`config.mk`:
```
export PLATFORM = sky130hd
export DESIGN_NAME = cfvl_regs
export DESIGN_NICKNAME = d
export VERILOG_FILES = /design/src/rtl/cfvl_pkg.sv /design/src/rtl/cfvl_sync2.sv /design/src/rtl/cfvl_regs.sv
export SDC_FILE = /design/constraint.sdc
export NUM_CORES = 1
export LEC_CHECK = 0
export BUFFER_PORTS_ARGS = -buffer_cell sky130_fd_sc_hd__buf_2
export CORE_ASPECT_RATIO = 1.5
export CORE_MARGIN = 2
export CORE_UTILIZATION = 54
export CTS_BUF_LIST = sky130_fd_sc_hd__clkbuf_8
export CTS_CLUSTER_SIZE = 20
export DETAILED_ROUTE_END_ITERATION = 12
export HOLD_SLACK_MARGIN = 0.15
export MAX_ROUTING_LAYER = met4
export PLACE_DENSITY_LB_ADDON = 0.12
export SYNTH_ARGS = -nofsm -noshare
export SYNTH_HDL_FRONTEND = slang
export SYNTH_SLANG_ARGS = --single-unit
```
`constraint.sdc`:
```
create_clock -name CLOCK_IN -period 6.1 [get_ports CLOCK_IN]
set_input_delay 0.61 -clock CLOCK_IN [delete_from_list [all_inputs] [get_ports CLOCK_IN]]
set_output_delay 0.61 -clock CLOCK_IN [all_outputs]
set_load 0.05 [all_outputs]
```
`src/rtl/cfvl_pkg.sv`:
```
/*
  Package for the charger fault and input voltage limit register pair.
  Holds offsets, field positions, reset values, fault codes and carrier structs.
  Assumes a byte-wide register port with an 8-bit address, driven on CLOCK_IN.
*/
package cfvl_pkg;

  //////////////////////////////////////////////////////////////////////////////
  // Register offsets and widths.
  localparam int unsigned CFVL_DATA_W = 8;
  localparam int unsigned CFVL_ADDR_W = 8;
  localparam int unsigned CFVL_CODE_W = 7;
  localparam logic [7:0] CFVL_FAULT_FLAGS_OFS = 8'h0C;
  localparam logic [7:0] CFVL_VIN_LIMIT_OFS = 8'h0D;

  //////////////////////////////////////////////////////////////////////////////
  // Field positions in the fault register.
  localparam int unsigned CFVL_WDOG_BIT = 7;
  localparam int unsigned CFVL_BOOST_BIT = 6;
  localparam int unsigned CFVL_CHARGE_LSB = 4;
  localparam int unsigned CFVL_BATTERY_BIT = 3;
  localparam int unsigned CFVL_THERM_LSB = 0;
  // Field positions in the limit register.
  localparam int unsigned CFVL_ABS_SEL_BIT = 7;
  localparam int unsigned CFVL_FLOOR_LSB = 0;

  //////////////////////////////////////////////////////////////////////////////
  // Reset values and clamp floor.
  localparam logic [7:0] CFVL_VIN_LIMIT_RST = 8'h12;
  localparam logic [6:0] CFVL_FLOOR_CODE_RST = 7'h12;
  localparam logic [6:0] CFVL_FLOOR_CODE_MIN = 7'h0D;
  localparam logic [7:0] CFVL_READ_IDLE = 8'h00;
  // Threshold scale in millivolts: offset plus step times code.
  localparam int unsigned CFVL_OFFSET_MV = 2600;
  localparam int unsigned CFVL_STEP_MV = 100;
  localparam int unsigned CFVL_MV_W = 14;

  //////////////////////////////////////////////////////////////////////////////
  // Fault codes.
  typedef enum logic [1:0] {
    CFVL_CHG_NORMAL = 2'h0,
    CFVL_CHG_INPUT = 2'h1,
    CFVL_CHG_THERMAL = 2'h2,
    CFVL_CHG_TIMER = 2'h3
  } cfvl_charge_code_t;

  typedef enum logic [2:0] {
    CFVL_THERM_NORMAL = 3'h0,
    CFVL_THERM_WARM = 3'h2,
    CFVL_THERM_COOL = 3'h3,
    CFVL_THERM_COLD = 3'h5,
    CFVL_THERM_HOT = 3'h6
  } cfvl_therm_code_t;

  // Raw fault conditions from the analog side, one level each.
  typedef struct packed {
    logic watchdog_expired;
    logic boost_overload;
    logic boost_overvoltage;
    logic boost_battery_low;
    logic input_fault;
    logic thermal_shutdown;
    logic safety_timer_expired;
    logic battery_overvoltage;
    logic boost_mode;
    logic therm_warm;
    logic therm_cool;
    logic therm_cold;
    logic therm_hot;
  } cfvl_fault_in_t;

  // Host register access request.
  typedef struct packed {
    logic wr;
    logic rd;
    logic [7:0] addr;
    logic [7:0] wdata;
  } cfvl_req_t;

endpackage : cfvl_pkg

```
`src/rtl/cfvl_sync2.sv`:
```
/*
  Two-flop synchroniser for a bus of asynchronous levels.
  Assumes the inputs are slow levels; no multi-bit coherency is promised.
*/
`timescale 1ns/1ps
module cfvl_sync2 #(
  parameter int unsigned WIDTH = 1
) (
  input wire logic clk_in, // Core clock.
  input wire logic rst_in, // Asynchronous reset, active high.
  input wire logic [WIDTH-1:0] async_in, // Levels from another domain.
  output logic [WIDTH-1:0] sync_out // Synchronised levels.
);

  typedef struct packed {
    logic [WIDTH-1:0] meta;
    logic [WIDTH-1:0] stable;
  } cfvl_sync_state_t;

  cfvl_sync_state_t state_reg;
  cfvl_sync_state_t state_next;

  initial begin
    if (WIDTH < 1) $error("cfvl_sync2 needs WIDTH of at least 1.");
  end

  // The first stage feeds only the second stage.
  always_comb begin
    state_next.meta = async_in;
    state_next.stable = state_reg.meta;
  end

  // Both stages clear under reset.
  always_ff @(posedge clk_in or posedge rst_in) begin
    if (rst_in) begin
      state_reg <= '0;
    end else begin
      state_reg <= state_next;
    end
  end

  assign sync_out = state_reg.stable;

endmodule : cfvl_sync2

```
`src/rtl/cfvl_regs.sv`:
```
/*
  Fault status and input voltage limit registers of a battery charger.
  Assumes a one-cycle read or write strobe from the serial control front end on
  CLOCK_IN, and fault levels arriving asynchronously from the analog side.
*/
`timescale 1ns/1ps
module cfvl_regs #(
  parameter int unsigned CODE_W = cfvl_pkg::CFVL_CODE_W
) (
  input wire logic CLOCK_IN, // Core clock, 100 MHz.
  input wire logic RST_IN, // Register reset, asynchronous, active high.
  input wire cfvl_pkg::cfvl_req_t REQ_IN, // Host register request.
  input wire cfvl_pkg::cfvl_fault_in_t FAULT_IN, // Asynchronous fault levels.
  input wire logic [CODE_W-1:0] RELATIVE_CODE_IN, // Internally computed threshold code.
  output logic [7:0] RDATA_OUT, // Read data, valid with RVALID_OUT.
  output logic RVALID_OUT, // Read answer pulse.
  output logic [7:0] FAULT_FLAGS_OUT, // Live fault register image.
  output logic [CODE_W-1:0] FLOOR_CODE_OUT, // Effective clamped threshold code.
  output logic [cfvl_pkg::CFVL_MV_W-1:0] FLOOR_MV_OUT // Effective threshold in millivolts.
);

  // Elaboration checks: the images are built for a byte-wide port and a 7-bit code.
  initial begin
    if (CODE_W != cfvl_pkg::CFVL_CODE_W) $error("cfvl_regs supports a 7-bit code only.");
    if (cfvl_pkg::CFVL_DATA_W != 8) begin
      $error("cfvl_regs needs an 8-bit data path.");
    end
    if (cfvl_pkg::CFVL_OFFSET_MV + cfvl_pkg::CFVL_STEP_MV * (2 ** CODE_W - 1) >=
        2 ** cfvl_pkg::CFVL_MV_W) begin
      $error("cfvl_regs millivolt output is too narrow for the top code.");
    end
    if (cfvl_pkg::CFVL_FLOOR_CODE_RST < cfvl_pkg::CFVL_FLOOR_CODE_MIN) begin
      $error("cfvl_regs reset code lies below the clamp floor.");
    end
  end

  //////////////////////////////////////////////////////////////////////////////
  // Timing: a request is taken at the clock edge where its strobe is high, and the
  // read answer stands for exactly the next cycle; the data holds until the next read.
  // A fault level needs two edges to cross the synchroniser and one more to reach the
  // image, so a fault shorter than about one cycle may never be seen. That is the price
  // of a safe crossing from the analog comparators.

  //////////////////////////////////////////////////////////////////////////////
  // State.
  typedef struct packed {
    logic absolute_threshold_select;
    logic [CODE_W-1:0] input_voltage_floor_code;
    logic [7:0] fault_flags;
    logic [7:0] rdata;
    logic rvalid;
    logic [CODE_W-1:0] floor_eff;
    logic [cfvl_pkg::CFVL_MV_W-1:0] floor_mv;
  } cfvl_state_t;

  cfvl_state_t state_reg;
  cfvl_state_t state_next;
  cfvl_pkg::cfvl_fault_in_t fault_sync;

  // Fault levels come from analog comparators, so they are synchronised first.
  cfvl_sync2 #(
    .WIDTH($bits(cfvl_pkg::cfvl_fault_in_t))
  ) u_fault_sync (
    .clk_in(CLOCK_IN),
    .rst_in(RST_IN),
    .async_in(FAULT_IN),
    .sync_out(fault_sync)
  );

  //////////////////////////////////////////////////////////////////////////////
  // Fault encoding helpers.
  function automatic logic [1:0] charge_code(input cfvl_pkg::cfvl_fault_in_t f);
    // The safety timer dominates, then thermal shutdown, then input faults.
    if (f.safety_timer_expired) begin
      charge_code = cfvl_pkg::CFVL_CHG_TIMER;
    end else if (f.thermal_shutdown) begin
      charge_code = cfvl_pkg::CFVL_CHG_THERMAL;
    end else if (f.input_fault) begin
      charge_code = cfvl_pkg::CFVL_CHG_INPUT;
    end else begin
      charge_code = cfvl_pkg::CFVL_CHG_NORMAL;
    end
  endfunction : charge_code

  function automatic logic [2:0] therm_code(input cfvl_pkg::cfvl_fault_in_t f);
    // Extreme temperatures outrank warm or cool; boost mode hides warm and cool.
    if (f.therm_hot) begin
      therm_code = cfvl_pkg::CFVL_THERM_HOT;
    end else if (f.therm_cold) begin
      therm_code = cfvl_pkg::CFVL_THERM_COLD;
    end else if (!f.boost_mode && f.therm_warm) begin
      therm_code = cfvl_pkg::CFVL_THERM_WARM;
    end else if (!f.boost_mode && f.therm_cool) begin
      therm_code = cfvl_pkg::CFVL_THERM_COOL;
    end else begin
      therm_code = cfvl_pkg::CFVL_THERM_NORMAL;
    end
  endfunction : therm_code

  //////////////////////////////////////////////////////////////////////////////
  // Threshold helpers.
  // floor clamp
  function automatic logic [CODE_W-1:0] clamp_code(input logic [CODE_W-1:0] code);
    // The stored code stays raw so a read shows what was written; only the result clamps.
    if (code < CODE_W'(cfvl_pkg::CFVL_FLOOR_CODE_MIN)) begin
      clamp_code = CODE_W'(cfvl_pkg::CFVL_FLOOR_CODE_MIN);
    end else begin
      clamp_code = code;
    end
  endfunction : clamp_code

  function automatic logic [cfvl_pkg::CFVL_MV_W-1:0] code_to_mv(input logic [CODE_W-1:0] code);
    // The top code lands at 15300 mV, which fits the result, so the cut drops only zeros.
    code_to_mv = cfvl_pkg::CFVL_MV_W'(cfvl_pkg::CFVL_OFFSET_MV +
        cfvl_pkg::CFVL_STEP_MV * code);
  endfunction : code_to_mv

  //////////////////////////////////////////////////////////////////////////////
  // Next-state logic.
  always_comb begin
    logic [CODE_W-1:0] code_raw;
    logic [7:0] limit_image;
    logic hit_flags;
    logic hit_limit;
    logic limit_write;
    code_raw = '0;
    limit_image = '0;
    // Address decode; an address outside the pair reads as idle and writes nowhere.
    hit_flags = (REQ_IN.addr == cfvl_pkg::CFVL_FAULT_FLAGS_OFS);
    hit_limit = (REQ_IN.addr == cfvl_pkg::CFVL_VIN_LIMIT_OFS);
    limit_write = REQ_IN.wr && hit_limit;
    state_next = state_reg;
    state_next.rvalid = 1'b0;
    state_next.fault_flags[cfvl_pkg::CFVL_WDOG_BIT] = fault_sync.watchdog_expired;
    state_next.fault_flags[cfvl_pkg::CFVL_BOOST_BIT] = fault_sync.boost_overload |
        fault_sync.boost_overvoltage | fault_sync.boost_battery_low;
    state_next.fault_flags[cfvl_pkg::CFVL_CHARGE_LSB +: 2] = charge_code(fault_sync);
    state_next.fault_flags[cfvl_pkg::CFVL_BATTERY_BIT] = fault_sync.battery_overvoltage;
    state_next.fault_flags[cfvl_pkg::CFVL_THERM_LSB +: 3] = therm_code(fault_sync);
    if (!state_reg.absolute_threshold_select) begin
      state_next.input_voltage_floor_code = RELATIVE_CODE_IN;
    end
    // writes to the fault register fall through with no effect.
    if (limit_write) begin
      state_next.absolute_threshold_select = REQ_IN.wdata[cfvl_pkg::CFVL_ABS_SEL_BIT];
      // host absolute code
      // The select value held before this write gates the code, so arming the absolute
      // mode and loading a code take two writes; a single write cannot do both.
      if (state_reg.absolute_threshold_select) begin
        state_next.input_voltage_floor_code = REQ_IN.wdata[cfvl_pkg::CFVL_FLOOR_LSB +: CODE_W];
      end
    end
    code_raw = state_next.input_voltage_floor_code;
    state_next.floor_eff = clamp_code(code_raw);
    state_next.floor_mv = code_to_mv(state_next.floor_eff);
    // live fault readback
    // A read in the same cycle as a write returns the image held before that write.
    limit_image = {state_reg.absolute_threshold_select, state_reg.input_voltage_floor_code};
    if (REQ_IN.rd) begin
      state_next.rvalid = 1'b1;
      if (hit_flags) begin
        state_next.rdata = state_reg.fault_flags;
      end else if (hit_limit) begin
        state_next.rdata = limit_image;
      end else begin
        state_next.rdata = cfvl_pkg::CFVL_READ_IDLE;
      end
    end
  end

  always_ff @(posedge CLOCK_IN or posedge RST_IN) begin
    if (RST_IN) begin
      state_reg.absolute_threshold_select <= 1'b0;
      state_reg.input_voltage_floor_code <= cfvl_pkg::CFVL_FLOOR_CODE_RST;
      state_reg.fault_flags <= '0;
      state_reg.rdata <= cfvl_pkg::CFVL_READ_IDLE;
      state_reg.rvalid <= 1'b0;
      state_reg.floor_eff <= cfvl_pkg::CFVL_FLOOR_CODE_RST;
      state_reg.floor_mv <= cfvl_pkg::CFVL_MV_W'(cfvl_pkg::CFVL_OFFSET_MV +
          cfvl_pkg::CFVL_STEP_MV * cfvl_pkg::CFVL_FLOOR_CODE_RST);
    end else begin
      state_reg <= state_next;
    end
  end

  // Every output is a flop.
  assign RDATA_OUT = state_reg.rdata;
  assign RVALID_OUT = state_reg.rvalid;
  assign FAULT_FLAGS_OUT = state_reg.fault_flags;
  assign FLOOR_CODE_OUT = state_reg.floor_eff;
  assign FLOOR_MV_OUT = state_reg.floor_mv;

endmodule : cfvl_regs

```
# After elaboration in Yosys (flattened, before gate mapping)
# Cells that the tools add are included.
[op_classes]
n_mux = 14
add_sub_neg = 1
reduce_logical = 4
n_eq_ne = 2
n_mul = 1
bitwise = 2
order_cmp = 1
[ops]
columns = ["cell", "count"]
rows = [
  ["$mux 7", 4],
  ["$eq 8x4->1 const B", 2],
  ["$mux 8", 2],
  ["$add 12x14->14 const A", 1],
  ["$mul 5x7->12 const A", 1],
  ["$mux 2", 4],
  ["$lt 7x4->1 const B", 1],
  ["$mux 3", 2],
  ["$logic_and 1x1->1", 3],
  ["$mux 1", 2],
  ["$or 1x1->1", 2],
  ["$logic_not 1->1", 1],
]
[word_totals]
regBits = 72
out_inout_bits = 38

# Longest topological paths before layout
# Gate-level depths: netlist of run 1.
[depth]
ltp_word = 7
ltp_mapped = 21
ltp_nobuf = 21

# By module
# From an unflattened synthesis of run 1, not the netlist that was laid out.
[unflattened]
hier_cells = 303
hier_area_um2 = 3475.8
[by_module_without_submodules]
columns = ["module", "n_inst", "cells_each", "seq_area_each_um2", "area_per_inst_um2"]
rows = [
  ["cfvl_regs", 1, 276, 1086.0, 2821.5],
  ["cfvl_sync2", 1, 27, 650.6, 654.4],
]

# Least setup slack after synthesis of run 1
# OpenSTA, ideal clock, no wires.
[synth_timing]
kind = "input port to flip-flop"
from = "input REQ_IN[9] in the netlist's numbering"
to = "register state_reg, in the netlist FLOOR_MV_OUT[13]"
path_buffers = 0
cell_stages = 21
t_required_ns = 5.966
arrival_time_ns = 4.837
setup_ns = 0.134
path_slack_ns = 1.129
path_cell_list = "and4bb_4 -> nand3_2 -> mux2i_1 -> nand2_1 -> o21ai_0 -> ha_1 -> inv_1 -> o21ai_0 -> nand2_1 -> ha_1 -> ha_1 -> inv_1 -> fa_1 -> inv_1 -> ha_1 -> nor2b_1 -> o31a_1 -> a21oi_1 -> a21bo_2 -> a211oi_1 -> xnor3_1"
[synth_rtl]
columns = ["item", "line_no", "rtl"]
rows = [
  ["start, declared", "cfvl_regs.sv:12", "input wire cfvl_pkg::cfvl_req_t REQ_IN,"],
  ["end signal, assigned", "cfvl_regs.sv:182", "state_reg <= state_next;"],
  ["end, declared", "cfvl_regs.sv:56", "cfvl_state_t state_reg;"],
]

==> impl_metrics.json, run 1 <==
{
  "rsz0062_at_grt": "false",
  "portBuffers": 75,
  "finalSetupViolations": 0,
  "fp.dieW_um": 70.8,
  "synth-edff-count": 0,
  "clock_sinks": 69,
  "die_area_um2": 7380,
  "drive_gt1_share_pct": 36.3,
  "p_per_area_nw_per_um2": 358,
  "first_global_vias": 2332,
  "synth_area_um2": 3620,
  "synth_top_area_cell": "dfrtp_1",
  "viasPerCell": 5.12,
  "design.core.area_um2": 6490,
  "r2r_slack_ns": 1.14,
  "insertion_delay_ns": 0.34,
  "drtAntennaViolNets": 0,
  "cp-endpoint": "FLOOR_MV_OUT[13]",
  "slew_violations": 0,
  "ys_types": 59,
  "leakagePower_nw": 1.96,
  "synth-seq-cells": 69,
  "overflow": 0,
  "ys_warn_count": 0,
  "ys_seq_area_share_pct": 48.0,
  "dp_hpwl_mm": 5.02,
  "fillers": 569,
  "cts_resized": 0,
  "critPathLaunchType": "input port",
  "cp-end-kind": "flip-flop",
  "antenna_found_initial": 0,
  "reg2reg_to": "FLOOR_MV_OUT[13]",
  "h-tree-depth": 3,
  "routedWlPerCell_um": 14.9,
  "hold_buffers": 0,
  "post-route-util_pct": 61.9,
  "cts_tree": "done",
  "regArea_um2": 1740,
  "synth_flop_cell": "dfrtp_1",
  "grt_max_degree": 70,
  "cp-startpoint": "REQ_IN[8]",
  "drt_iter0_drc": 75,
  "rows": 36,
  "hold_class": "flip-flop to flip-flop",
  "cts_setup_buffers": 0,
  "skew_ns": 0.00675,
  "timing.setup.tns_ns": 0,
  "hold_viol": 0,
  "layout.nets": 431,
  "synth_most_common_cell": "dfrtp_1",
  "slew_headroom_pct": 44.2,
  "place.gp.congestion": 0.859,
  "min_period_over_period_pct": 83.8,
  "multi_input_area_um2": 1450,
  "vias": 2262,
  "synth_area_leaders": "dfrtp_1, ha_1, buf_4",
  "start_util_pct": 55.7,
  "grt_usage_pct": 19.7,
  "antennaDiodeCount": 0,
  "clk_pin_slew_ns": 0.07,
  "min_from": "u_fault_sync.sync_out[12]",
  "cap_violations": 0,
  "critPathRequiredTime_ns": 6.32,
  "clock_tree.root_cell": "clkbuf_8",
  "cts.path.max_buffers": 2,
  "syn_to_final_growth_pct": 11.0,
  "avgSynthCellArea_um2": 11.4,
  "async_reset_ff_share_pct": 100,
  "r2r_cells": 14,
  "cp.arrival_ns": 5.34,
  "remaining_drc_errors": 0,
  "ys_top_cells_by_count": "dfrtp_1, buf_4, inv_1, ha_1, nand2_1",
  "grt_pass1_wl_mm": 10.8,
  "first_pass_iters": 4,
  "synth_top_area_share_pct": 42.2,
  "path_class": "input port to flip-flop",
  "syn_inst": 316,
  "max-vdd-ir-drop_v": 0.000278,
  "die_h_um": 104,
  "max_freq_mhz": 196,
  "cp_max_fo": 11,
  "reg2reg_from": "state_reg[45]",
  "tightest_slew_ns": 0.836,
  "layout_min_cycle_time_ns": 5.11,
  "wirelength_mm": 6.59,
  "io-pin-count": 78,
  "cts_buffers": 9,
  "status": "finished clean"
}
==> routing by layer <==
layer  GRT usage (%)  vias to the layer above  wire (µm)
met2            33.9                       56       3530
li1                -                     1124          -
met5               -                        -          0
met1            21.0                     1069       2560
met4            9.30                        0        184
met3            4.55                       13        310
==> stage by stage <==
| stage | cells | hold slack (ns) | cell area (µm²) | power (mW) | setup slack, ns |
|---|---|---|---|---|---|
| 2_1_floorplan | 317 | 0.331 | 3620 | 0.959 | 1.13 |
| 3_3_place_gp | 427 | 0.332 | 3780 | 1.00 | 0.756 |
| 3_5_place_dp | 427 | 0.337 | 3780 | 1.00 | 0.619 |
| 4_1_cts | 442 | 0.347 | 4010 | 1.45 | 0.986 |
| 5_1_grt | 442 | 0.349 | 4010 | 1.52 | 0.588 |
| 6_report | 442 | 0.348 | 4010 | 1.44 | 0.986 |
==> placed cells by master (no fill, tap or decap), drive strengths merged, types with 3 or more instances in the layout <==
cell	instances
mux2	9
bufinv	3
dfstp	8
nand2	25
xnor2	8
nor2	15
o22ai	9
o21ai	10
a31oi	3
o21a	3
a21oi	6
clkbuf	9
a311oi	3
or2	4
a21o	5
o31ai	3
nor3	6
buf	76
or3	3
dfrtp	61
nor4	3
ha	27
and2b	3
inv	32
==> worst max-delay path, cell delays in order <==
cell      delay (ns)
buf_2           0.22
and2_2          0.24
nand3_2         0.16
mux2i_1         0.18
nand2_1         0.06
o21ai_0         0.23
ha_1            0.30
inv_1           0.05
o21ai_0         0.22
nand2_1         0.16
ha_1            0.33
ha_1            0.28
inv_1           0.05
fa_1            0.50
inv_1           0.04
ha_1            0.33
nor2b_1         0.16
o31a_1          0.25
a21oi_1         0.22
a21bo_2         0.27
a211oi_1        0.22
xnor3_1         0.24
==> cells by family after synthesis <==
logic type                 count (synthesis)  share of synthesized area, %
and+or+nand+nor                           69                          11.6
xor gates and xnor gates                  11                          3.05
DFF                                       69                          48.0
adders and majority gates                 29                          10.4
AOI/OAI and AO/OA                         53                          11.4
other                                      1                         0.104
buffers and inverters                     73                          12.0
muxes                                     11                          3.36
==> worst min path at each step <==
| stage | endpoint | slack, ns | cells after the start |
|---|---|---|---|
| 6_report | FAULT_FLAGS_OUT[7] | 0.35 | 0 |
| 5_1_grt | u_fault_sync.state_next[8] | 0.35 | 1 |
| 4_1_cts | FAULT_FLAGS_OUT[7] | 0.35 | 0 |
| 3_5_place_dp | u_fault_sync.sync_out[1] | 0.34 | 0 |
| 3_3_place_gp | u_fault_sync.sync_out[0] | 0.33 | 0 |
| 2_1_floorplan | FAULT_FLAGS_OUT[3] | 0.33 | 0 |
==> power by group <==
group	total (mW)	internal [mW]	leakage, nW	switching (mW)
Sequential	0.532	0.514	0.810	0.0176
Combinational	0.462	0.159	1.04	0.303
Clock	0.444	0.270	0.116	0.174
Total	1.44	0.943	1.96	0.495
==> area by class of cell <==
| type | instances | share of cell area, % |
|---|---|---|
| clock buffer | 9 | 3.09 |
| clock inverter | 6 | 2.77 |
| inverter | 31 | 2.90 |
| multi-input combinational | 175 | 36.1 |
| sequential | 69 | 43.3 |
| tap | 76 | 2.37 |
| timing repair buffer | 76 | 9.54 |
(Power assumes the default switching activity.)
==> inputs of run 2 (changes only) <==
Clock period 6.1 ns to 4.9 ns, I/O delays scaled along.
==> impl_metrics.json, run 2 (synthesized netlist as in run 1, its figures left out) <==
{
  "p_per_area_nw_per_um2": 427,
  "cts_resized": 0,
  "drtAntennaViolNets": 0,
  "place.gp.congestion": 0.828,
  "layout.nets": 459,
  "hold_class": "input port to flip-flop",
  "path_cells": "buf_2 -> and4bb_4 -> nand3_2 -> mux2i_1 -> nand2_1 -> o21ai_0 -> ha_1 -> inv_1 -> o21ai_0 -> nand2_1 -> ha_1 -> ha_1 -> inv_1 -> fa_1 -> inv_1 -> ha_1 -> nor2b_1 -> o31a_1 -> a21oi_1 -> a21bo_2 -> a211oi_2 -> xnor3_1",
  "die_h_um": 104,
  "max_freq_mhz": 222,
  "insertion_delay_ns": 0.35,
  "rsz0062_at_grt": "false",
  "cp.arrival_ns": 4.75,
  "overflow": 0,
  "slew_headroom_pct": 44.5,
  "power.total_mw": 1.80,
  "clock_tree.root_cell": "clkbuf_8",
  "dp_hpwl_mm": 5.02,
  "hold_buffers": 0,
  "clock_sinks": 69,
  "worst-path-buf-inv": 4,
  "drt_iter0_drc": 72,
  "finalSetupViolations": 0,
  "layout_min_cycle_time_ns": 4.51,
  "rows": 36,
  "layout_common_cells": "buf_2, dfrtp_1, inv_1, buf_4, ha_1",
  "reg2reg_from": "state_reg[45]",
  "cp-startpoint": "REQ_IN[9]",
  "cts_setup_buffers": 0,
  "grt_max_degree": 70,
  "drive_gt1_share_pct": 41.4,
  "fp.dieW_um": 70.8,
  "setup_ws_ns": 0.388,
  "final_area_um2": 4210,
  "dp_cells": 455,
  "crit_top_cell": "ha_1",
  "design.core.area_um2": 6490,
  "fin_cells": 470,
  "antennaDiodeCount": 0,
  "first_pass_iters": 4,
  "r2r_slack_ns": 0.53,
  "tightest_slew_ns": 0.833,
  "grt_usage_pct": 19.3,
  "vias": 2366,
  "h-tree-depth": 3,
  "cts_buffers": 9,
  "routedWlPerCell_um": 13.8,
  "final_common_cell": "buf_2",
  "cts_tree": "done",
  "cts.path.max_buffers": 2,
  "slew_violations": 0,
  "post-place-ws_ns": -0.0275,
  "viasPerCell": 5.03,
  "slowest_delay_ns": 0.51,
  "max-vdd-ir-drop_v": 0.000382,
  "grt_pass1_wl_mm": 10.7,
  "start_util_pct": 55.7,
  "first_global_vias": 2372,
  "cp-end-kind": "flip-flop",
  "holdPathStages": 1,
  "syn_to_final_growth_pct": 16.4,
  "hold_end": "u_fault_sync.state_next[12]",
  "reg2reg_to": "FLOOR_MV_OUT[13]",
  "antenna_found_initial": 0,
  "clk_pin_slew_ns": 0.09,
  "hold_viol": 0,
  "status": "finished clean",
  "min_from": "FAULT_IN[12]",
  "path_class": "input port to flip-flop",
  "die_area_um2": 7380,
  "timing.setup.tns_ns": 0,
  "skew_ns": 0.0168,
  "wirelength_mm": 6.48,
  "io-pin-count": 78,
  "cap_violations": 0,
  "cp_slowest_cell": "fa_1",
  "leakagePower_nw": 2.09,
  "placed_cell_area_um2": 3990,
  "portBuffers": 75,
  "r2r_cells": 18,
  "critPathRequiredTime_ns": 5.14,
  "crit_family": "adder cells",
  "min_period_over_period_pct": 92.1,
  "cp_max_fo": 4,
  "remaining_drc_errors": 0,
  "critPathLaunchType": "input port"
}
## run 2: area by class of cell
type                            count  area, µm²
Clock buffer                        9        124
Clock inverter                      6       88.8
Sequential cell                    69       1740
Multi-Input combinational cell    175       1450
Fill cell                         534       2280
Tap cell                           76       95.1
Inverter                           31        116
Timing Repair Buffer              104        593
## run 2: worst max path at each step
stage                       end  cells after the start
2_1_floorplan  FLOOR_MV_OUT[13]                     21
3_3_place_gp   FLOOR_MV_OUT[13]                     22
3_5_place_dp   FLOOR_MV_OUT[13]                     22
4_1_cts        FLOOR_MV_OUT[13]                     17
5_1_grt        FLOOR_MV_OUT[13]                     22
6_report       FLOOR_MV_OUT[13]                     22
## run 2: worst register-to-register path, stage by stage (launching register included)
cell      delay (ns)
dfrtp_2         0.54
nand2_1         0.11
nor4_1          0.05
a311oi_2        0.47
o21ai_0         0.17
nand2_1         0.13
a21oi_1         0.10
ha_1            0.25
ha_1            0.28
inv_1           0.05
fa_1            0.51
inv_1           0.05
ha_1            0.33
nor2b_1         0.16
o31a_1          0.25
a21oi_1         0.16
a21bo_2         0.26
a211oi_2        0.18
xnor3_1         0.22
## run 2: per-layer routing
metal	track usage (%)	up-vias	wire length, µm
li1	-	1183	-
met1	20.6	1115	2510
met2	33.8	57	3540
met3	5.04	11	302
met4	7.41	0	127
met5	-	-	0
## run 2: metrics by stage
stage	util, %	hold slack [ns]
after global routing	64.9	0.218
after CTS	64.8	0.223
final	64.9	0.237
after global placement	61.5	0.332
after floorplan	-	0.331
after detailed placement	61.5	0.335
## run 2: where the power goes
part           internal, mW  switching, mW  total, mW
Sequential            0.640         0.0200      0.660
Combinational         0.250          0.389      0.640
Clock                 0.283          0.213      0.496
Total                  1.17          0.622       1.80
